## src/logic/ttc_map.vh

```
// Register indices, field positions and reset values of the three-channel timer
`ifndef TTC_MAP_VH
`define TTC_MAP_VH

// Word indices on the internal 16-bit bus, channel n at base + n
`define TTC_A_COUNT 5'h00
`define TTC_A_MCA 5'h03
`define TTC_A_MCB 5'h06
`define TTC_A_CTRL 5'h09
`define TTC_A_IOSEL 5'h0C
`define TTC_A_STAT_A 5'h0F
`define TTC_A_STAT_B 5'h10
`define TTC_A_WRAP 5'h11
`define TTC_A_MODE 5'h12
`define TTC_A_SYNC 5'h13

// Reset values
`define TTC_RST_COUNT 16'h0000
`define TTC_RST_MC 16'hFFFF
`define TTC_RST_CTRL 8'h80
`define TTC_RST_IOSEL 8'h88
`define TTC_RST_STAT 8'h88
`define TTC_RST_MODE 8'h00
`define TTC_RST_SYNC 8'h00

// count_control fields
`define TTC_F_CLR_HI 6
`define TTC_F_CLR_LO 5
`define TTC_F_EDGE_HI 4
`define TTC_F_EDGE_LO 3
`define TTC_F_SRC_B2 2
`define TTC_F_SRC_B0 0

// Clear-source encodings
`define TTC_CLR_NONE 2'h0
`define TTC_CLR_A 2'h1
`define TTC_CLR_B 2'h2
`define TTC_CLR_SYNC 2'h3

// io_function_select: function A in 2:0, B in 6:4; bit 2 of a field picks capture
`define TTC_F_IO_A 0
`define TTC_F_IO_B 4
`define TTC_F_IO_CAP 2

// Status registers: enables at 6:4, flags at 2:0, bits 7 and 3 read as one
`define TTC_F_EN 4
`define TTC_F_FLAG 0

// timer_mode_control: PWM per channel at 2:0, phase_count_on at 6
`define TTC_F_PWM 0
`define TTC_F_PHASE 6

// Prescaler width, phi/8 is the slowest internal source
`define TTC_PRE_W 3

`endif

```

## src/logic/ttc_channel.v

```verilog
// One timer channel: counter, two match/capture registers and clear logic
`timescale 1ns/1ps
`include "ttc_map.vh"

module ttc_channel #(
   parameter UPDOWN = 0
) (
   input wire i_clk_sys,
   input wire i_rst_n,
   input wire i_standby,
   input wire [6:0] i_ctrl,
   input wire [7:0] i_iosel,
   input wire i_pwm,
   input wire i_phase_on,
   input wire [3:0] i_int_tick,
   input wire [3:0] i_ext,
   input wire i_cap_a,
   input wire i_cap_b,
   input wire i_sync_clr,
   input wire i_wr_cnt,
   input wire i_wr_mca,
   input wire i_wr_mcb,
   input wire [1:0] i_be,
   input wire [15:0] i_wdata,
   output reg [15:0] o_count,
   output reg [15:0] o_mca,
   output reg [15:0] o_mcb,
   output wire o_ev_a,
   output wire o_ev_b,
   output wire o_wrap,
   output wire o_clr_req
);

   reg [3:0] ext_q_r;
   reg cap_a_q_r;
   reg cap_b_q_r;

   // Byte-lane merge for word or byte writes
   function [15:0] merge;
      input [15:0] old;
      input [15:0] nw;
      input [1:0] be;
      begin
         merge = {be[1] ? nw[15:8] : old[15:8], be[0] ? nw[7:0] : old[7:0]};
      end
   endfunction

   // Capture edge per field: 00 rising, 01 falling, 1x both
   function cap_edge;
      input [1:0] sel;
      input now;
      input prev;
      begin
         cap_edge = sel[1] ? (now ^ prev) : (sel[0] ? (prev & ~now) : (now & ~prev));
      end
   endfunction

   wire [2:0] src = i_ctrl[`TTC_F_SRC_B2:`TTC_F_SRC_B0];
   wire [1:0] clr_sel = {i_ctrl[`TTC_F_CLR_HI], i_ctrl[`TTC_F_CLR_LO]};
   wire [1:0] edge_sel = {i_ctrl[`TTC_F_EDGE_HI], i_ctrl[`TTC_F_EDGE_LO]};
   wire ext_now = i_ext[src[1:0]];
   wire ext_prev = ext_q_r[src[1:0]];
   wire ext_tick = edge_sel[1] ? (ext_now ^ ext_prev) : cap_edge(2'h1 & edge_sel, ext_now, ext_prev);
   wire tick = src[2] ? ext_tick : i_int_tick[src[1:0]];
   // Phase decode on clock pins A and B, every transition counts
   wire phase = (UPDOWN != 0) & i_phase_on;
   wire step = (i_ext[0] ^ ext_q_r[0]) | (i_ext[1] ^ ext_q_r[1]);
   wire up = i_ext[0] ^ ext_q_r[1];
   wire count_en = phase ? step : tick;
   wire down = phase & ~up;
   // PWM mode treats both registers as plain compare registers
   wire [2:0] io_a = i_pwm ? 3'h0 : i_iosel[`TTC_F_IO_A+2:`TTC_F_IO_A];
   wire [2:0] io_b = i_pwm ? 3'h0 : i_iosel[`TTC_F_IO_B+2:`TTC_F_IO_B];
   wire cap_a = io_a[`TTC_F_IO_CAP] & cap_edge(io_a[1:0], i_cap_a, cap_a_q_r);
   wire cap_b = io_b[`TTC_F_IO_CAP] & cap_edge(io_b[1:0], i_cap_b, cap_b_q_r);
   wire cmp_a = ~io_a[`TTC_F_IO_CAP] & (o_count == o_mca);
   wire cmp_b = ~io_b[`TTC_F_IO_CAP] & (o_count == o_mcb);
   wire clr;
   wire wrap_val = down ? (o_count == 16'h0000) : (o_count == 16'hFFFF);

   assign o_ev_a = cap_a | cmp_a;
   assign o_ev_b = cap_b | cmp_b;
   // Clear follows whichever event the register produces, compare or capture
   assign o_clr_req = ((clr_sel == `TTC_CLR_A) & o_ev_a) | ((clr_sel == `TTC_CLR_B) & o_ev_b);
   assign clr = o_clr_req | ((clr_sel == `TTC_CLR_SYNC) & i_sync_clr);
   // A write or clear in the same cycle pre-empts the wrap
   assign o_wrap = count_en & wrap_val & ~clr & ~i_wr_cnt;

   // Previous pin levels for edge detection, inputs arrive synchronised
   always @(posedge i_clk_sys or negedge i_rst_n) begin
      if (!i_rst_n) begin
         ext_q_r <= 4'h0;
         cap_a_q_r <= 1'b0;
         cap_b_q_r <= 1'b0;
      end else begin
         ext_q_r <= i_ext;
         cap_a_q_r <= i_cap_a;
         cap_b_q_r <= i_cap_b;
      end
   end

   // Counter and registers, processor write wins over hardware updates
   always @(posedge i_clk_sys or negedge i_rst_n) begin
      if (!i_rst_n) begin
         o_count <= `TTC_RST_COUNT;
         o_mca <= `TTC_RST_MC;
         o_mcb <= `TTC_RST_MC;
      end else if (i_standby) begin
         o_count <= `TTC_RST_COUNT;
         o_mca <= `TTC_RST_MC;
         o_mcb <= `TTC_RST_MC;
      end else begin
         if (i_wr_cnt) begin
            o_count <= merge(o_count, i_wdata, i_be);
         end else if (clr) begin
            o_count <= 16'h0000;
         end else if (count_en) begin
            o_count <= down ? o_count - 16'h0001 : o_count + 16'h0001;
         end
         if (i_wr_mca) begin
            o_mca <= merge(o_mca, i_wdata, i_be);
         end else if (cap_a) begin
            o_mca <= o_count;
         end
         if (i_wr_mcb) begin
            o_mcb <= merge(o_mcb, i_wdata, i_be);
         end else if (cap_b) begin
            o_mcb <= o_count;
         end
      end
   end

endmodule // ttc_channel

```

## src/logic/ttc_top.v

```verilog
// Three-channel 16-bit timer with its register file on the internal CPU bus
`timescale 1ns/1ps
`include "ttc_map.vh"

// Operation
// - Three 16-bit counters; channel 2 counts down too, only in phase counting
// - Reset or standby forces every counter to zero
// - Counter wrapping all ones to zero sets its wrap flag
// - Counter stepping zero down to all ones sets its wrap flag
// - Clear-source field: none, register A event, register B event, synchronous group
// - Register clear follows compare match or capture, whichever function is chosen
// - Six match/capture registers reset to all ones in compare function
// - Compare register equal to counter sets its event flag
// - Capture edge copies counter into register and sets event flag together
// - Function select picks compare or capture; ignored in PWM mode
// - Control register resets to 0x80; bit 7 fixed at one
// - Edge-select field picks rising, falling or both external clock edges
// - Clock-source field picks phi divided by 1,2,4,8 or external A-D
// - Internal sources count on falling edges; external use the edge select
// - Phase counting on channel 2 overrides source and edge fields
// - Counters and registers take word and byte reads and writes
// - A flag clears only after a read as one then a zero write
// - Down-count wrap happens only on channel 2 in phase counting
// - Interrupt request follows a flag only while its enable is set
module ttc_top (
   input wire i_clk_sys,
   input wire i_reset_n,
   input wire i_standby,
   input wire [4:0] i_addr,
   input wire i_rd,
   input wire i_wr,
   input wire [1:0] i_be,
   input wire [15:0] i_wdata,
   output reg [15:0] o_rdata,
   input wire i_ext_clock_a,
   input wire i_ext_clock_b,
   input wire i_ext_clock_c,
   input wire i_ext_clock_d,
   input wire [2:0] i_capture_a,
   input wire [2:0] i_capture_b,
   output wire [2:0] o_irq_match_a,
   output wire [2:0] o_irq_match_b,
   output wire [2:0] o_irq_wrap
);

   // Reset release synchroniser
   reg [1:0] rst_q_r;
   wire rst_n = rst_q_r[1];

   // Pin synchronisers: four clock pins then six capture pins
   reg [9:0] pin_s1_r;
   reg [9:0] pin_s2_r;
   wire [3:0] ext_s = pin_s2_r[3:0];
   wire [2:0] cap_a_s = pin_s2_r[6:4];
   wire [2:0] cap_b_s = pin_s2_r[9:7];

   // Prescaler and internal count ticks
   reg [`TTC_PRE_W-1:0] pre_r;
   wire [3:0] int_tick;

   // Software-visible state
   reg [20:0] ctrl_r;
   reg [17:0] iosel_r;
   reg [2:0] flag_a_r;
   reg [2:0] flag_b_r;
   reg [2:0] flag_w_r;
   reg [2:0] en_a_r;
   reg [2:0] en_b_r;
   reg [2:0] en_w_r;
   reg [2:0] arm_a_r;
   reg [2:0] arm_b_r;
   reg [2:0] arm_w_r;
   reg [2:0] pwm_r;
   reg phase_r;
   reg [2:0] sync_r;

   // Channel outputs gathered flat
   wire [47:0] count_w;
   wire [47:0] mca_w;
   wire [47:0] mcb_w;
   wire [2:0] ev_a;
   wire [2:0] ev_b;
   wire [2:0] wrap;
   wire [2:0] clr_req;
   wire group_clr = |(clr_req & sync_r);

   // Status, mode and sync register selects
   wire sel_sa = (i_addr == `TTC_A_STAT_A);
   wire sel_sb = (i_addr == `TTC_A_STAT_B);
   wire sel_sw = (i_addr == `TTC_A_WRAP);
   wire sel_mode = (i_addr == `TTC_A_MODE);
   wire sel_sync = (i_addr == `TTC_A_SYNC);
   reg [15:0] rd_nxt;

   // Two flip-flops on reset release, the assertion side stays asynchronous
   always @(posedge i_clk_sys or negedge i_reset_n) begin
      if (!i_reset_n) begin
         rst_q_r <= 2'h0;
      end else begin
         rst_q_r <= {rst_q_r[0], 1'b1};
      end
   end

   // Two-stage pin synchroniser; only stage two feeds the edge detectors
   always @(posedge i_clk_sys or negedge rst_n) begin
      if (!rst_n) begin
         pin_s1_r <= 10'h000;
         pin_s2_r <= 10'h000;
      end else begin
         pin_s1_r <= {i_capture_b, i_capture_a, i_ext_clock_d, i_ext_clock_c,
                      i_ext_clock_b, i_ext_clock_a};
         pin_s2_r <= pin_s1_r;
      end
   end

   // Free-running prescaler shared by all channels
   always @(posedge i_clk_sys or negedge rst_n) begin
      if (!rst_n) begin
         pre_r <= {`TTC_PRE_W{1'b0}};
      end else if (i_standby) begin
         pre_r <= {`TTC_PRE_W{1'b0}};
      end else begin
         pre_r <= pre_r + 3'h1;
      end
   end

   // A tick marks the cycle in which the divided clock falls
   assign int_tick = {pre_r == 3'h7, pre_r[1:0] == 2'h3, pre_r[0], 1'b1};

   // Per-channel datapath
   genvar g;
   generate
      for (g = 0; g < 3; g = g + 1) begin : g_ch
         wire hit_cnt = (i_addr == `TTC_A_COUNT + g);
         wire hit_mca = (i_addr == `TTC_A_MCA + g);
         wire hit_mcb = (i_addr == `TTC_A_MCB + g);

         ttc_channel #(
            .UPDOWN(g == 2)
         ) u_ch (
            .i_clk_sys(i_clk_sys),
            .i_rst_n(rst_n),
            .i_standby(i_standby),
            .i_ctrl(ctrl_r[7*g+6:7*g]),
            .i_iosel({1'b1, iosel_r[6*g+5:6*g+3], 1'b1, iosel_r[6*g+2:6*g]}),
            .i_pwm(pwm_r[g]),
            .i_phase_on(phase_r),
            .i_int_tick(int_tick),
            .i_ext(ext_s),
            .i_cap_a(cap_a_s[g]),
            .i_cap_b(cap_b_s[g]),
            .i_sync_clr(sync_r[g] & group_clr),
            .i_wr_cnt(i_wr & hit_cnt),
            .i_wr_mca(i_wr & hit_mca),
            .i_wr_mcb(i_wr & hit_mcb),
            .i_be(i_be),
            .i_wdata(i_wdata),
            .o_count(count_w[16*g+15:16*g]),
            .o_mca(mca_w[16*g+15:16*g]),
            .o_mcb(mcb_w[16*g+15:16*g]),
            .o_ev_a(ev_a[g]),
            .o_ev_b(ev_b[g]),
            .o_wrap(wrap[g]),
            .o_clr_req(clr_req[g])
         );
      end
   endgenerate

   // Control and function-select registers; 8-bit, written on the low lane
   integer i;
   integer j;
   always @(posedge i_clk_sys or negedge rst_n) begin
      if (!rst_n) begin
         ctrl_r <= 21'h000000;
         iosel_r <= 18'h00000;
         pwm_r <= 3'h0;
         phase_r <= 1'b0;
         sync_r <= 3'h0;
      end else if (i_standby) begin
         ctrl_r <= 21'h000000;
         iosel_r <= 18'h00000;
         pwm_r <= 3'h0;
         phase_r <= 1'b0;
         sync_r <= 3'h0;
      end else if (i_wr && i_be[0]) begin
         for (j = 0; j < 3; j = j + 1) begin
            // Bit 7 is not stored, so writes to it vanish
            if (i_addr == `TTC_A_CTRL + j) begin
               ctrl_r[7*j +: 7] <= i_wdata[6:0];
            end
            if (i_addr == `TTC_A_IOSEL + j) begin
               iosel_r[6*j +: 6] <= {i_wdata[6:4], i_wdata[2:0]};
            end
         end
         if (sel_mode) begin
            pwm_r <= i_wdata[`TTC_F_PWM+2:`TTC_F_PWM];
            phase_r <= i_wdata[`TTC_F_PHASE];
         end
         if (sel_sync) begin
            sync_r <= i_wdata[2:0];
         end
      end
   end

   // Flags: a new event always beats the software clear in the same cycle
   always @(posedge i_clk_sys or negedge rst_n) begin
      if (!rst_n) begin
         flag_a_r <= 3'h0;
         flag_b_r <= 3'h0;
         flag_w_r <= 3'h0;
      end else if (i_standby) begin
         flag_a_r <= 3'h0;
         flag_b_r <= 3'h0;
         flag_w_r <= 3'h0;
      end else begin
         flag_a_r <= ev_a | (flag_a_r & ~({3{i_wr & i_be[0] & sel_sa}} & ~i_wdata[2:0] & arm_a_r));
         flag_b_r <= ev_b | (flag_b_r & ~({3{i_wr & i_be[0] & sel_sb}} & ~i_wdata[2:0] & arm_b_r));
         flag_w_r <= wrap | (flag_w_r & ~({3{i_wr & i_be[0] & sel_sw}} & ~i_wdata[2:0] & arm_w_r));
      end
   end

   // Read of a one arms the clear; any write to the register disarms it
   always @(posedge i_clk_sys or negedge rst_n) begin
      if (!rst_n) begin
         arm_a_r <= 3'h0;
         arm_b_r <= 3'h0;
         arm_w_r <= 3'h0;
      end else if (i_standby) begin
         arm_a_r <= 3'h0;
         arm_b_r <= 3'h0;
         arm_w_r <= 3'h0;
      end else begin
         if (i_wr && sel_sa) begin
            arm_a_r <= 3'h0;
         end else if (i_rd && sel_sa) begin
            arm_a_r <= arm_a_r | flag_a_r;
         end
         if (i_wr && sel_sb) begin
            arm_b_r <= 3'h0;
         end else if (i_rd && sel_sb) begin
            arm_b_r <= arm_b_r | flag_b_r;
         end
         if (i_wr && sel_sw) begin
            arm_w_r <= 3'h0;
         end else if (i_rd && sel_sw) begin
            arm_w_r <= arm_w_r | flag_w_r;
         end
      end
   end

   // Interrupt enables live in bits 6:4 of each status register
   always @(posedge i_clk_sys or negedge rst_n) begin
      if (!rst_n) begin
         en_a_r <= 3'h0;
         en_b_r <= 3'h0;
         en_w_r <= 3'h0;
      end else if (i_standby) begin
         en_a_r <= 3'h0;
         en_b_r <= 3'h0;
         en_w_r <= 3'h0;
      end else if (i_wr && i_be[0]) begin
         if (sel_sa) begin
            en_a_r <= i_wdata[`TTC_F_EN+2:`TTC_F_EN];
         end
         if (sel_sb) begin
            en_b_r <= i_wdata[`TTC_F_EN+2:`TTC_F_EN];
         end
         if (sel_sw) begin
            en_w_r <= i_wdata[`TTC_F_EN+2:`TTC_F_EN];
         end
      end
   end

   // Requests are levels; they drop when the flag or the enable drops
   assign o_irq_match_a = flag_a_r & en_a_r;
   assign o_irq_match_b = flag_b_r & en_b_r;
   assign o_irq_wrap = flag_w_r & en_w_r;

   // Read mux; 8-bit registers sit in the low byte, unmapped reads as zero
   always @* begin
      rd_nxt = 16'h0000;
      for (i = 0; i < 3; i = i + 1) begin
         if (i_addr == `TTC_A_COUNT + i) begin
            rd_nxt = count_w[16*i +: 16];
         end
         if (i_addr == `TTC_A_MCA + i) begin
            rd_nxt = mca_w[16*i +: 16];
         end
         if (i_addr == `TTC_A_MCB + i) begin
            rd_nxt = mcb_w[16*i +: 16];
         end
         if (i_addr == `TTC_A_CTRL + i) begin
            rd_nxt = {8'h00, 1'b1, ctrl_r[7*i +: 7]};
         end
         if (i_addr == `TTC_A_IOSEL + i) begin
            rd_nxt = {8'h00, 1'b1, iosel_r[6*i+3 +: 3], 1'b1, iosel_r[6*i +: 3]};
         end
      end
      if (sel_sa) begin
         rd_nxt = {8'h00, 1'b1, en_a_r, 1'b1, flag_a_r};
      end
      if (sel_sb) begin
         rd_nxt = {8'h00, 1'b1, en_b_r, 1'b1, flag_b_r};
      end
      if (sel_sw) begin
         rd_nxt = {8'h00, 1'b1, en_w_r, 1'b1, flag_w_r};
      end
      if (sel_mode) begin
         rd_nxt = {9'h000, phase_r, 3'h0, pwm_r};
      end
      if (sel_sync) begin
         rd_nxt = {13'h0000, sync_r};
      end
   end

   // Read data is registered and holds until the next read
   always @(posedge i_clk_sys or negedge rst_n) begin
      if (!rst_n) begin
         o_rdata <= 16'h0000;
      end else if (i_rd) begin
         o_rdata <= rd_nxt;
      end
   end

endmodule // ttc_top

```

## config.mk

```make
export PLATFORM = sky130hd
export DESIGN_NAME = ttc_top
export DESIGN_NICKNAME = d
export VERILOG_FILES = /design/src/logic/ttc_channel.v /design/src/logic/ttc_top.v
export VERILOG_INCLUDE_DIRS = /design/src /design/src/logic
export SDC_FILE = /design/constraint.sdc
export NUM_CORES = 1
export LEC_CHECK = 0
export ABC_AREA = 1
export BUFFER_PORTS_ARGS = -buffer_cell sky130_fd_sc_hd__buf_2
export CAP_MARGIN = 30
export CORE_ASPECT_RATIO = 0.8
export CORE_MARGIN = 3
export CORE_UTILIZATION = 35
export DETAILED_ROUTE_END_ITERATION = 10
export SLEW_MARGIN = 20
export SYNTH_ARGS = -nofsm -noshare
export SYNTH_HDL_FRONTEND = slang
export SYNTH_HIERARCHICAL = 1
export SYNTH_SLANG_ARGS = --single-unit
```

## constraint.sdc

```tcl
create_clock -name i_clk_sys -period 11.34 [get_ports i_clk_sys]
set_clock_uncertainty 0.15 [all_clocks]
set_input_delay 1.134 -clock i_clk_sys [delete_from_list [all_inputs] [get_ports i_clk_sys]]
set_output_delay 1.134 -clock i_clk_sys [all_outputs]
set_load 0.1 [all_outputs]
```

Yosys cells after proc, flatten, opt, wreduce, memory -nomap -nowiden
Index checks and enable logic that the tools add are counted.
- bitwise logic cells: 144
- add/subtract/negate cells: 5
- muxes and demuxes: 141
- $lt $le $gt $ge: 3
- reduce and logical (&&, ||, !) cells: 63
- equality and inequality tests: 57
- operators with widths (operator ; number):
    2-to-1 mux 16 bit ; 51
    2-to-1 mux 3 bit ; 34
    == test 16 bit ; 6
    bitwise AND 1 bit ; 65
    AND reduction 2 bit ; 29
    inequality test 3 bit, second input constant ; 18
    adder 16 x 1 -> 16 bit, second input constant ; 3
    == test 16 bit, second input constant ; 3
    2-to-1 mux 21 bit ; 2
    == test 5 x 4 -> 1 bit, second input constant ; 8
    bitwise AND 3 bit ; 13
    2-to-1 mux 18 bit ; 2
    2-to-1 mux 1 bit ; 35
    inverter 1 bit ; 31
    nonzero test 3 bit ; 9
    nonzero test 2 bit ; 12
    2-to-1 mux 7 bit ; 3
    == test 5 x 3 -> 1 bit, second input constant ; 4
    == test 5 bit, second input constant ; 4
    binary-select mux 1 bit (select 2 bit) ; 9
    2-to-1 mux 6 bit ; 3
    bitwise OR 3 bit ; 6
    zero test 16 bit ; 1
    2-to-1 mux 8 bit ; 2
    other kinds (15) ; 60
- register bits after elaboration: 268
- word-level logic and storage cells: 461
- bits of input ports: 38

Depth between registers and ports, before layout
Gate-level depths: netlist of run 1.
- depth after elaboration: 21
- gate-level depth with buffers: 23

Modules after synthesis
The synthesis of run 1 kept the hierarchy.
- by module, submodules not included (module ; instances ; cells an instance ; area each (µm²)):
    ttc_top ; 1 ; 822 ; 6064.6
    ttc_channel (g_ch[2].u_ch) ; 1 ; 682 ; 4545.6
    ttc_channel (g_ch[1].u_ch) ; 1 ; 595 ; 4042.6
    ttc_channel (g_ch[0].u_ch) ; 1 ; 583 ; 4020.1

Least setup slack after synthesis of run 1
OpenSTA, ideal clock, no wires.
- kind: input to register
- start point: input i_addr[1]
- end point: register g_ch[2].u_ch.o_mcb[5]
- stages: 12
- arrival time: 3.053 ns
- required time: 11.111 ns
- library setup time: 0.079 ns
- slack: 8.058 ns
- cell sequence: inv_1 > nand2_1 > nor3_4 > clkinv_1 > clkbuf_1 > nor2_1 > inv_1 > nand3_1 > a21boi_1 > buf_2 > nand2_1 > o21ai_0
- word-level cells in the longest chain between the ends: 4
- elaborated cells between the ends (all ways): 7
- ends and longest elaborated chain (what ; RTL line ; RTL):
    from (decl) ; ttc_top.v:29 ; input wire [4:0] i_addr,
    == test 5 x 4 -> 1 bit (*) ; ttc_top.v:136 ; wire hit_mcb = (i_addr == `TTC_A_MCB + g);
    bitwise AND 1 bit (*) ; ttc_top.v:155 ; .i_wr_mcb(i_wr & hit_mcb),
    inequality test 3 bit (no line) (tied with other cells) ; n/a ;
    AND reduction 2 bit (no line) / 2-to-1 mux 16 bit (equally long branches) ; n/a ;
    to (signal assigned) ; ttc_channel.v:111 ; o_mcb <= `TTC_RST_MC;
    to (signal assigned) ; ttc_channel.v:126 ; o_mcb <= merge(o_mcb, i_wdata, i_be);
    to (signal assigned) ; ttc_channel.v:128 ; o_mcb <= o_count;
    to (decl) ; ttc_channel.v:27 ; output reg [15:0] o_mcb,
Mark *: on every way between the ends. The rest lies on a longest branch, timed or not.
A chain may end at the register's enable or synchronous reset.

Worst setup path in the final report of run 1
- start point: input i_addr[1]
- end point: register g_ch[2].u_ch.o_mcb[12]
The elaborated chain is that of the path after synthesis.

==> impl_metrics.ini, run 1 <==
[logic_synthesis]
netlist.area_leader.share_pct = 24.1
synth_area_um2 = 18700
synth-seq-cells = 276
synth-async-reset-ratio_pct = 100
syn_avg_cell_area_um2 = 6.96
synth_cells = 2682
ys.flop_type = dfrtp_1
ys_warn_count = 6
yosysTopAreaCell = dfrtp_1
ys_types = 54
synth_enable_flop_cells = 0
yosysSeqAreaShare_pct = 37.6
synthTopCellsByArea = dfrtp_1 (24%), nand2_1 (18%), dfstp_2 (14%)

[sta]
fin_crit_ns = 3.95
holdWs_ns = 0.0509
hold_violations = 0
fmax_mhz = 253
tightest_slew_ns = 0.947
fin_crit_sh_pct = 34.8
rsz0062_at_grt = no
fin_tns_setup_ns = 0
setup_viol_count_final = 0
max-slew-margin-rel_pct = 36.8
final_max_slew_viol_count = 0

[power]
pwr-share-comb_pct = 21.6
p_sw_mw = 1.07
power_leakage_nw = 10.2
p_clk_share_pct = 37.8
switching_share_pct = 34.4
power_frac_seq_pct = 40.6
power_density_nw_per_um2 = 149
power.total_mw = 3.10
worst_ir_drop_vdd_mv = 0.0744
intPower_mw = 2.03

[clock_network]
cts_buffer_depth = 3
clk_pin_slew_worst_paths_ns = 0.06
clock_latency_ns = 0.53
ctsResizeCount = 0
cts_setup_buffers = 0
clock-sinks = 276
htree_levels = 2
cts_root_buffer = clkbuf_16
numCtsBuffers = 34
cts_tree = done
ctsHoldBuffers = 0

[routing]
drtIter0Drc = 2308
drt-total-wl_mm = 67.9
via_per_inst = 5.38
num_vias = 18500
drt_first_pass_iters = 6
wl_per_cell_um = 19.8
drc = 0
postRouteAntennaNets = 0

[final_layout]
drive_gt1_share_pct = 14.1
final_area_um2 = 20800
syn2layout_area_growth_pct = 11.4
fin_nets = 2785

[critical_path]
cp_cell_sequence = buf_2 -> inv_1 -> nand2_1 -> nor3_4 -> clkinv_1 -> nor2_1 -> buf_4 -> inv_1 -> nand3_1 -> a21boi_2 -> nor2_1 -> a31oi_1
cp-start-kind = primary input
crit_slowest_cell = clkinv_1
cp.required_ns = 11.63
critPathMaxStageDelay_ns = 0.60
critPathKind = in -> reg
worstPathArrival_ns = 4.24
cp_top_family = buffers and inverters
end_kind = register
path_buf_inv = 5
crit_path_max_fanout = 29
rrSetupSlack_ns = 7.52

[grt]
track_usage_pct = 23.9
overflow = 0
grt_max_degree = 82
grt_pass1_wl_mm = 104
grt_pass1_vias = 17100
antenna_found_initial = 2

[placement]
hpwlAfterDp_mm = 49.7
place.port_buffers = 62
place_congestion = 0.952
place_area_um2 = 19500

[die]
row_count = 75
die_w_um = 264
start_util_pct = 35.5
chipHeight_um = 213
die-area_um2 = 56200
ios = 63
core_um2 = 52600

[min_path]
hold_class = reg -> async

[job]
cap_violations = 0

[status]
status = finished, final reports clean
-- power groups by stage --
| stage | sequential, mW | clock, mW | combinational [mW] |
|---|---|---|---|
| after floorplan | 1.27 | 0 | 0.425 |
| after global placement | 1.27 | 0 | 0.634 |
| after detailed placement | 1.27 | 0 | 0.647 |
| after CTS | 1.26 | 1.19 | 0.651 |
| after global routing | 1.27 | 1.23 | 0.747 |
| final | 1.26 | 1.17 | 0.670 |
-- synthesized netlist by cell type, drive strengths merged (4+ instances only) --
library cell and instances:
a21boi 12, inv 309, nor4 15, o21bai 5, nand3 146, o22ai 4, a31oi 30, dfstp 96
a21oi 169, clkinv 5, o21ai 265, nor2 193, dfrtp 180, a221oi 10, a211oi 4, a32oi 6
clkbuf 52, ha 36, or2 20, xnor2 20, nand2 946, xor2 40, nor3 10, buf 48
nand4 39, o31ai 9
-- sequential cells by signal, summed over array words and instances, names as in the netlist, 3 cells and up --
name                 cells
pwm_r                    3
g_ch.u_ch/o_count       48
arm_w_r                  3
pin_s2_r                10
g_ch.u_ch/cap_b_q_r      3
en_b_r                   3
en_w_r                   3
g_ch.u_ch/o_mca         48
arm_a_r                  3
en_a_r                   3
sync_r                   3
g_ch.u_ch/ext_q_r       12
ctrl_r                  21
o_rdata                 16
flag_b_r                 3
flag_a_r                 3
g_ch.u_ch/cap_a_q_r      3
g_ch.u_ch/o_mcb         48
arm_b_r                  3
flag_w_r                 3
pre_r                    3
pin_s1_r                10
iosel_r                 18
-- worst paths after layout --
check	startpoint	endpoint	depth (start not counted)
min reg2reg	rst_q_r[1]	pin_s2_r[3]	0
max	i_addr[1]	g_ch[2].u_ch/o_mcb[12]	12
max in group asynchronous	rst_q_r[1]	g_ch[2].u_ch/o_mcb[12]	3
min in group i_clk_sys	pin_s1_r[3]	pin_s2_r[3]	0
min	rst_q_r[1]	pin_s2_r[3]	0
max reg2reg	pin_s2_r[0]	g_ch[2].u_ch/o_count[14]	16
-- routing by layer --
| metal | up-vias | wire length (um) | part of all wire (%) | global-route usage [%] |
|---|---|---|---|---|
| met5 | - | 0 | 0 | 0 |
| met4 | 0 | 1600 | 2.4 | 6.25 |
| met3 | 109 | 7100 | 10 | 6.29 |
| met2 | 829 | 27600 | 41 | 34.0 |
| met1 | 8830 | 31600 | 47 | 35.5 |
| li1 | 8691 | - | - | - |
-- cells by family (layout without fill, tap and decap cells) --
| kind of cell | after synthesis | in the layout | share of synthesized area [%] |
|---|---|---|---|
| flip-flops | 276 | 276 | 37.6 |
| buffers and inverters | 414 | 463 | 9.33 |
| AND/OR/NAND/NOR | 1374 | 1374 | 32.6 |
| adder cells (fa/ha/maj) | 37 | 37 | 2.52 |
| AO/OA/AOI/OAI | 520 | 520 | 15.1 |
| XOR/XNOR | 60 | 60 | 2.81 |
| other | 1 | 5 | 0.0201 |
-- cell usage in the layout (no fill, tap or decap), types with 15 or more instances in the layout --
cell type | netlist | final
dfstp_2 | 96 | 96
nand2_2 | 18 | 18
inv_1 | 279 | 279
nor2_1 | 177 | 175
nand2_1 | 914 | 914
nand3_1 | 118 | 118
buf_4 | 16 | 20
xor2_1 | 40 | 40
nand4_1 | 36 | 36
xnor2_1 | 20 | 20
inv_2 | 30 | 30
clkbuf_16 | 0 | 35
or2_2 | 18 | 18
o21ai_1 | 17 | 17
nor4_1 | 15 | 15
dfrtp_1 | 180 | 179
nand3_2 | 28 | 28
buf_2 | 23 | 61
a31oi_1 | 30 | 30
ha_1 | 36 | 36
a21oi_1 | 169 | 169
o21ai_0 | 248 | 248
-- layout make-up --
type,count,area (um^2)
tap,693,867
sequential,276,7030
clock buffer,43,946
multi-input combinational,1995,9940
fill,5466,31700
antenna,1,2.50
clock inverter,17,224
timing repair buffer,89,612
inverter,314,1180
-- per-stage QoR --
step / cells / setup slack (ns) / utilization, %
3_5_place_dp: 3359 / 6.60 / 37.1
2_1_floorplan: 2685 / 3.10 / -
4_1_cts: 3419 / 7.14 / 39.3
5_1_grt: 3427 / 7.08 / 39.6
6_report: 3428 / 7.39 / 39.6
3_3_place_gp: 3357 / 6.74 / 37.0
No activity file was read; power rests on OpenSTA's default activity.
==> run 2: changes to the inputs <==
- clock period: 11.34 -> 3.54 ns (I/O delays scaled with it)
==> impl_metrics.ini, run 2 (synthesis results as in run 1) <==
[routing]
drtIter0Drc = 2231
drt_first_pass_iters = 6
wl_per_cell_um = 19.6
drc = 0
postRouteAntennaNets = 0
via_per_inst = 5.42
drt-total-wl_mm = 68.2
num_vias = 18800

[grt]
grt_max_degree = 55
overflow = 0
antenna_found_initial = 2
track_usage_pct = 23.9
grt_pass1_vias = 17400
grt_pass1_wl_mm = 105

[critical_path]
rr_worst_depth = 17
cp-start-kind = register
crit_slowest_cell = ha_1
end_kind = register
cp.required_ns = 3.80
critPathKind = reg -> reg
worstPathArrival_ns = 3.60
critPathMostFrequentCell = nand2_1
critPathMaxStageDelay_ns = 0.49
crit_path_max_fanout = 16
cp_cell_sequence = or2_2 -> nand3_1 -> inv_1 -> ha_1 -> nand2_1 -> o21ai_0 -> nand2_1 -> nand2_1 -> nand3_1 -> nand2_1 -> nand2_1 -> nand2_1 -> inv_1 -> nand3_1 -> nand2_1 -> nand2_2 -> nand2_1

[clock_network]
cts_setup_buffers = 0
htree_levels = 2
cts_buffer_depth = 3
cts_root_buffer = clkbuf_16
clk_pin_slew_worst_paths_ns = 0.06
clock-sinks = 276
cts_tree = done
clock_latency_ns = 0.54
ctsResizeCount = 0
numCtsBuffers = 34

[final_layout]
mostFrequentLayoutCells = nand2_1 (914), inv_1 (279), o21ai_0 (248)
syn2layout_area_growth_pct = 13.0
nFillCells = 5520
top_regs = g_ch.u_ch/o_count x48, g_ch.u_ch/o_mca x48, g_ch.u_ch/o_mcb x48
final_util_pct = 40.1
fin_nets = 2832
multi_input_area_um2 = 9930
final-seq-area_um2 = 7030
drive_gt1_share_pct = 14.9
final_common_cell = nand2_1

[sta]
setup_viol_count_final = 0
fin_crit_ns = 3.34
holdWs_ns = 0.127
final_max_slew_viol_count = 0
tightest_slew_ns = 0.838
fmax_mhz = 299
max-slew-margin-rel_pct = 44.2
rsz0062_at_grt = no
fin_crit_sh_pct = 94.3
fin_tns_setup_ns = 0
hold_violations = 0

[min_path]
hold_class = in -> reg
worst_hold_path.num_cells = 2

[power]
power_density_nw_per_um2 = 467
worst_ir_drop_vdd_mv = 0.304
power_leakage_nw = 10.4

[die]
die_w_um = 264
start_util_pct = 35.5
core_um2 = 52600
chipHeight_um = 213
die-area_um2 = 56200
ios = 63
row_count = 75

[placement]
hpwlAfterDp_mm = 50.1
place_congestion = 0.952
place.port_buffers = 62

[job]
cap_violations = 0

[status]
status = finished, final reports clean
run 2: critical path, delay by kind of cell, from the launching register on:
family	cells	cell delay, ns
AO/OA/AOI/OAI	1	0.34
AND/OR/NAND/NOR	13	1.44
flip-flops	1	0.42
adder cells (fa/ha/maj)	1	0.49
buffers and inverters	2	0.39
run 2: repair_timing:
item,CTS,global route
hold buffers,13,0
setup endpoints to repair,0,0
hold endpoints to repair,14,0
run 2: power by group:
part	total [mW]	switching [mW]	internal, mW
Sequential	3.99	0.407	3.59
Clock	3.68	1.46	2.22
Combinational	2.19	1.51	0.682
run 2: metal layers:
metal	up-vias	part of all wire (%)	track usage (%)	routed length, um
li1	8776	-	-	-
met1	9023	46	35.4	31400
met2	928	41	33.9	27700
met3	115	11	6.27	7370
met4	4	2.4	6.65	1660
met5	-	0.16	1.18	106
run 2: layout make-up:
| cell class | count | area share [%] |
|---|---|---|
| diodes | 1 | 0.0119 |
| clock buffers | 48 | 4.62 |
| clock inverters | 12 | 0.818 |
| inverters | 314 | 5.59 |
| multi-input cells | 1995 | 47.1 |
| flip-flops and latches | 276 | 33.3 |
| well taps | 693 | 4.11 |
| repair buffers | 136 | 4.45 |
run 2: worst paths after layout:
path	end	slack, ns	startpoint
max reg2reg	g_ch[2].u_ch/o_count[10]	0.20	g_ch[2].u_ch/ext_q_r[1]
min in group asynchronous	pin_s1_r[3]	0.27	rst_q_r[1]
max	g_ch[2].u_ch/o_count[10]	0.20	g_ch[2].u_ch/ext_q_r[1]
max in group asynchronous	g_ch[0].u_ch/o_mcb[11]	2.00	rst_q_r[1]
min reg2reg	pin_s2_r[9]	0.20	pin_s1_r[9]
min	pre_r[2]	0.13	i_standby
run 2: metrics by stage:
step | cells | total power [mW] | cell area (um^2) | setup WS (ns)
2_1_floorplan | 2685 | 5.42 | 18700 | 0.684
3_3_place_gp | 3397 | 6.11 | 19800 | 0.357
3_5_place_dp | 3400 | 6.16 | 19800 | 0.282
4_1_cts | 3473 | 9.88 | 21100 | 0.255
5_1_grt | 3475 | 10.3 | 21100 | 0.0235
6_report | 3475 | 9.86 | 21100 | 0.201
==> run 3: changes to the inputs <==
- clock period: 3.54 -> 3 ns (I/O delays scaled with it)
==> impl_metrics.ini, run 3 (synthesis results as in run 1) <==
[grt]
grt_max_degree = 111
antenna_found_initial = 0
grt_pass1_vias = 17500
overflow = 0
grt_pass1_wl_mm = 106
track_usage_pct = 24.2

[routing]
drt-total-wl_mm = 69.0
drtIter0Drc = 1958
num_vias = 18800
drc = 0
drt_first_pass_iters = 6
wl_per_cell_um = 19.5
via_per_inst = 5.31
postRouteAntennaNets = 0

[final_layout]
diodes = 0
mostFrequentLayoutCells = nand2_1 (912), inv_1 (276), o21ai_0 (246)
fin_nets = 2902
top_regs = g_ch.u_ch/o_count x48, g_ch.u_ch/o_mca x48, g_ch.u_ch/o_mcb x48
syn2layout_area_growth_pct = 17.4
drive_gt1_share_pct = 18.1
final_common_cell = nand2_1
instances_no_fill = 3546

[critical_path]
cp.required_ns = 3.32
crit_slowest_cell = dfstp_2
rr_worst_depth = 21
crit_start = g_ch[2].u_ch/o_mcb[5]
reg2reg_to = flag_w_r[2]
worstPathArrival_ns = 3.18
crit_path_max_fanout = 3
cp-start-kind = register
critPathKind = reg -> reg
r2r_start = g_ch[2].u_ch/o_mcb[5]
end_kind = register
cp_cell_sequence = inv_1 -> o21ai_4 -> nor2_1 -> nand2_1 -> nor2_2 -> nand2_1 -> nand2_2 -> nand2_4 -> nand2_4 -> nand2_1 -> nand3_2 -> nand2_1 -> inv_1 -> nand3_1 -> inv_1 -> nor2_8 -> nand4_1 -> nor2_1 -> buf_4 -> inv_1 -> a21oi_1
rrSetupSlack_ns = 0.13
critPathMaxStageDelay_ns = 0.53

[die]
core_um2 = 52600
ios = 63
row_count = 75
chipHeight_um = 213
die_w_um = 264
die-area_um2 = 56200
start_util_pct = 35.5

[min_path]
worst_hold_path.num_cells = 3
min_to = g_ch[2].u_ch/o_mcb[14]
hold_class = in -> reg
hp-start = i_wdata[14]

[sta]
setup_viol_count_final = 0
final_max_slew_viol_count = 0
fmax_mhz = 349
rsz0062_at_grt = yes
holdWs_ns = 0.0719
fin_crit_ns = 2.87
max-slew-margin-rel_pct = 38.8
hold_violations = 0
tightest_slew_ns = 0.909
fin_crit_sh_pct = 95.5

[placement]
hpwlAfterDp_mm = 50.7
place_inst = 3466
place_congestion = 0.936
place.port_buffers = 62

[clock_network]
numCtsBuffers = 35
cts_root_buffer = clkbuf_16
clock-sinks = 276
htree_levels = 2
clk_pin_slew_worst_paths_ns = 0.07
clock_latency_ns = 0.54
cts_tree = done
cts_buffer_depth = 3

[power]
power_leakage_nw = 10.8
worst_ir_drop_vdd_mv = 0.345
power_density_nw_per_um2 = 554

[status]
status = finished, final reports clean

[job]
cap_violations = 0
run 3: final cells by class:
cell class | instances | area (um^2)
clock inverters | 19 | 290
clock buffers | 44 | 961
fillers | 5404 | 30600
multi-input cells | 1995 | 10000
repair buffers | 205 | 1540
well taps | 693 | 867
flip-flops and latches | 276 | 7030
inverters | 314 | 1180
run 3: power by group:
group          total [mW]  internal (mW)  leakage, nW  switching [mW]
clock                4.69           2.89        0.613            1.81
sequential           4.67           4.24         3.35           0.438
combinational        2.78          0.915         6.88            1.87
total                12.2           8.04         10.8            4.11
run 3: timing repair:
| action | 4_1_cts | 5_1_grt |
|---|---|---|
| hold buffers | 13 | 0 |
| setup endpoints to repair | 32 | 51 |
| resized for setup | 1 | 34 |
| endpoints found under the hold margin | 16 | 0 |
| buffers inserted | 1 | 3 |
| pin swaps | 1 | 8 |
run 3: worst max path at each step:
stage	end	slack, ns	cells after the start
2_1_floorplan	arm_a_r[0]	0.14	0
3_3_place_gp	g_ch[0].u_ch/o_count[13]	-0.15	20
4_1_cts	flag_w_r[0]	0.05	19
3_5_place_dp	g_ch[0].u_ch/o_count[2]	-0.17	20
5_1_grt	flag_w_r[1]	-0.03	13
6_report	flag_w_r[2]	0.13	21
run 3: through the flow:
stage	setup TNS, ns	setup slack (ns)	util [%]	area (um^2)	power [mW]
4_1_cts	0	0.0506	41.4	21800	12.1
5_1_grt	-0.0653	-0.0317	41.7	21900	12.7
2_1_floorplan	0	0.144	-	18700	6.40
6_report	0	0.135	41.7	21900	12.2
3_5_place_dp	-2.06	-0.166	38.8	20400	7.39
3_3_place_gp	-1.59	-0.145	38.8	20400	7.35
run 3: critical path: cells and delay by family (launching register included):
| kind | cells | cell delay [ns] |
|---|---|---|
| buf+inv | 5 | 0.44 |
| simple gates | 14 | 1.34 |
| compound gates | 2 | 0.33 |
| flops | 1 | 0.53 |
run 3: routing by layer:
layer / vias to the layer above / wire (um) / track usage (%)
li1: 8918 / - / -
met1: 8983 / 32500 / 36.1
met2: 825 / 28200 / 35.0
met3: 100 / 6900 / 6.51
met4: 0 / 1480 / 5.25
met5: - / 0 / 0
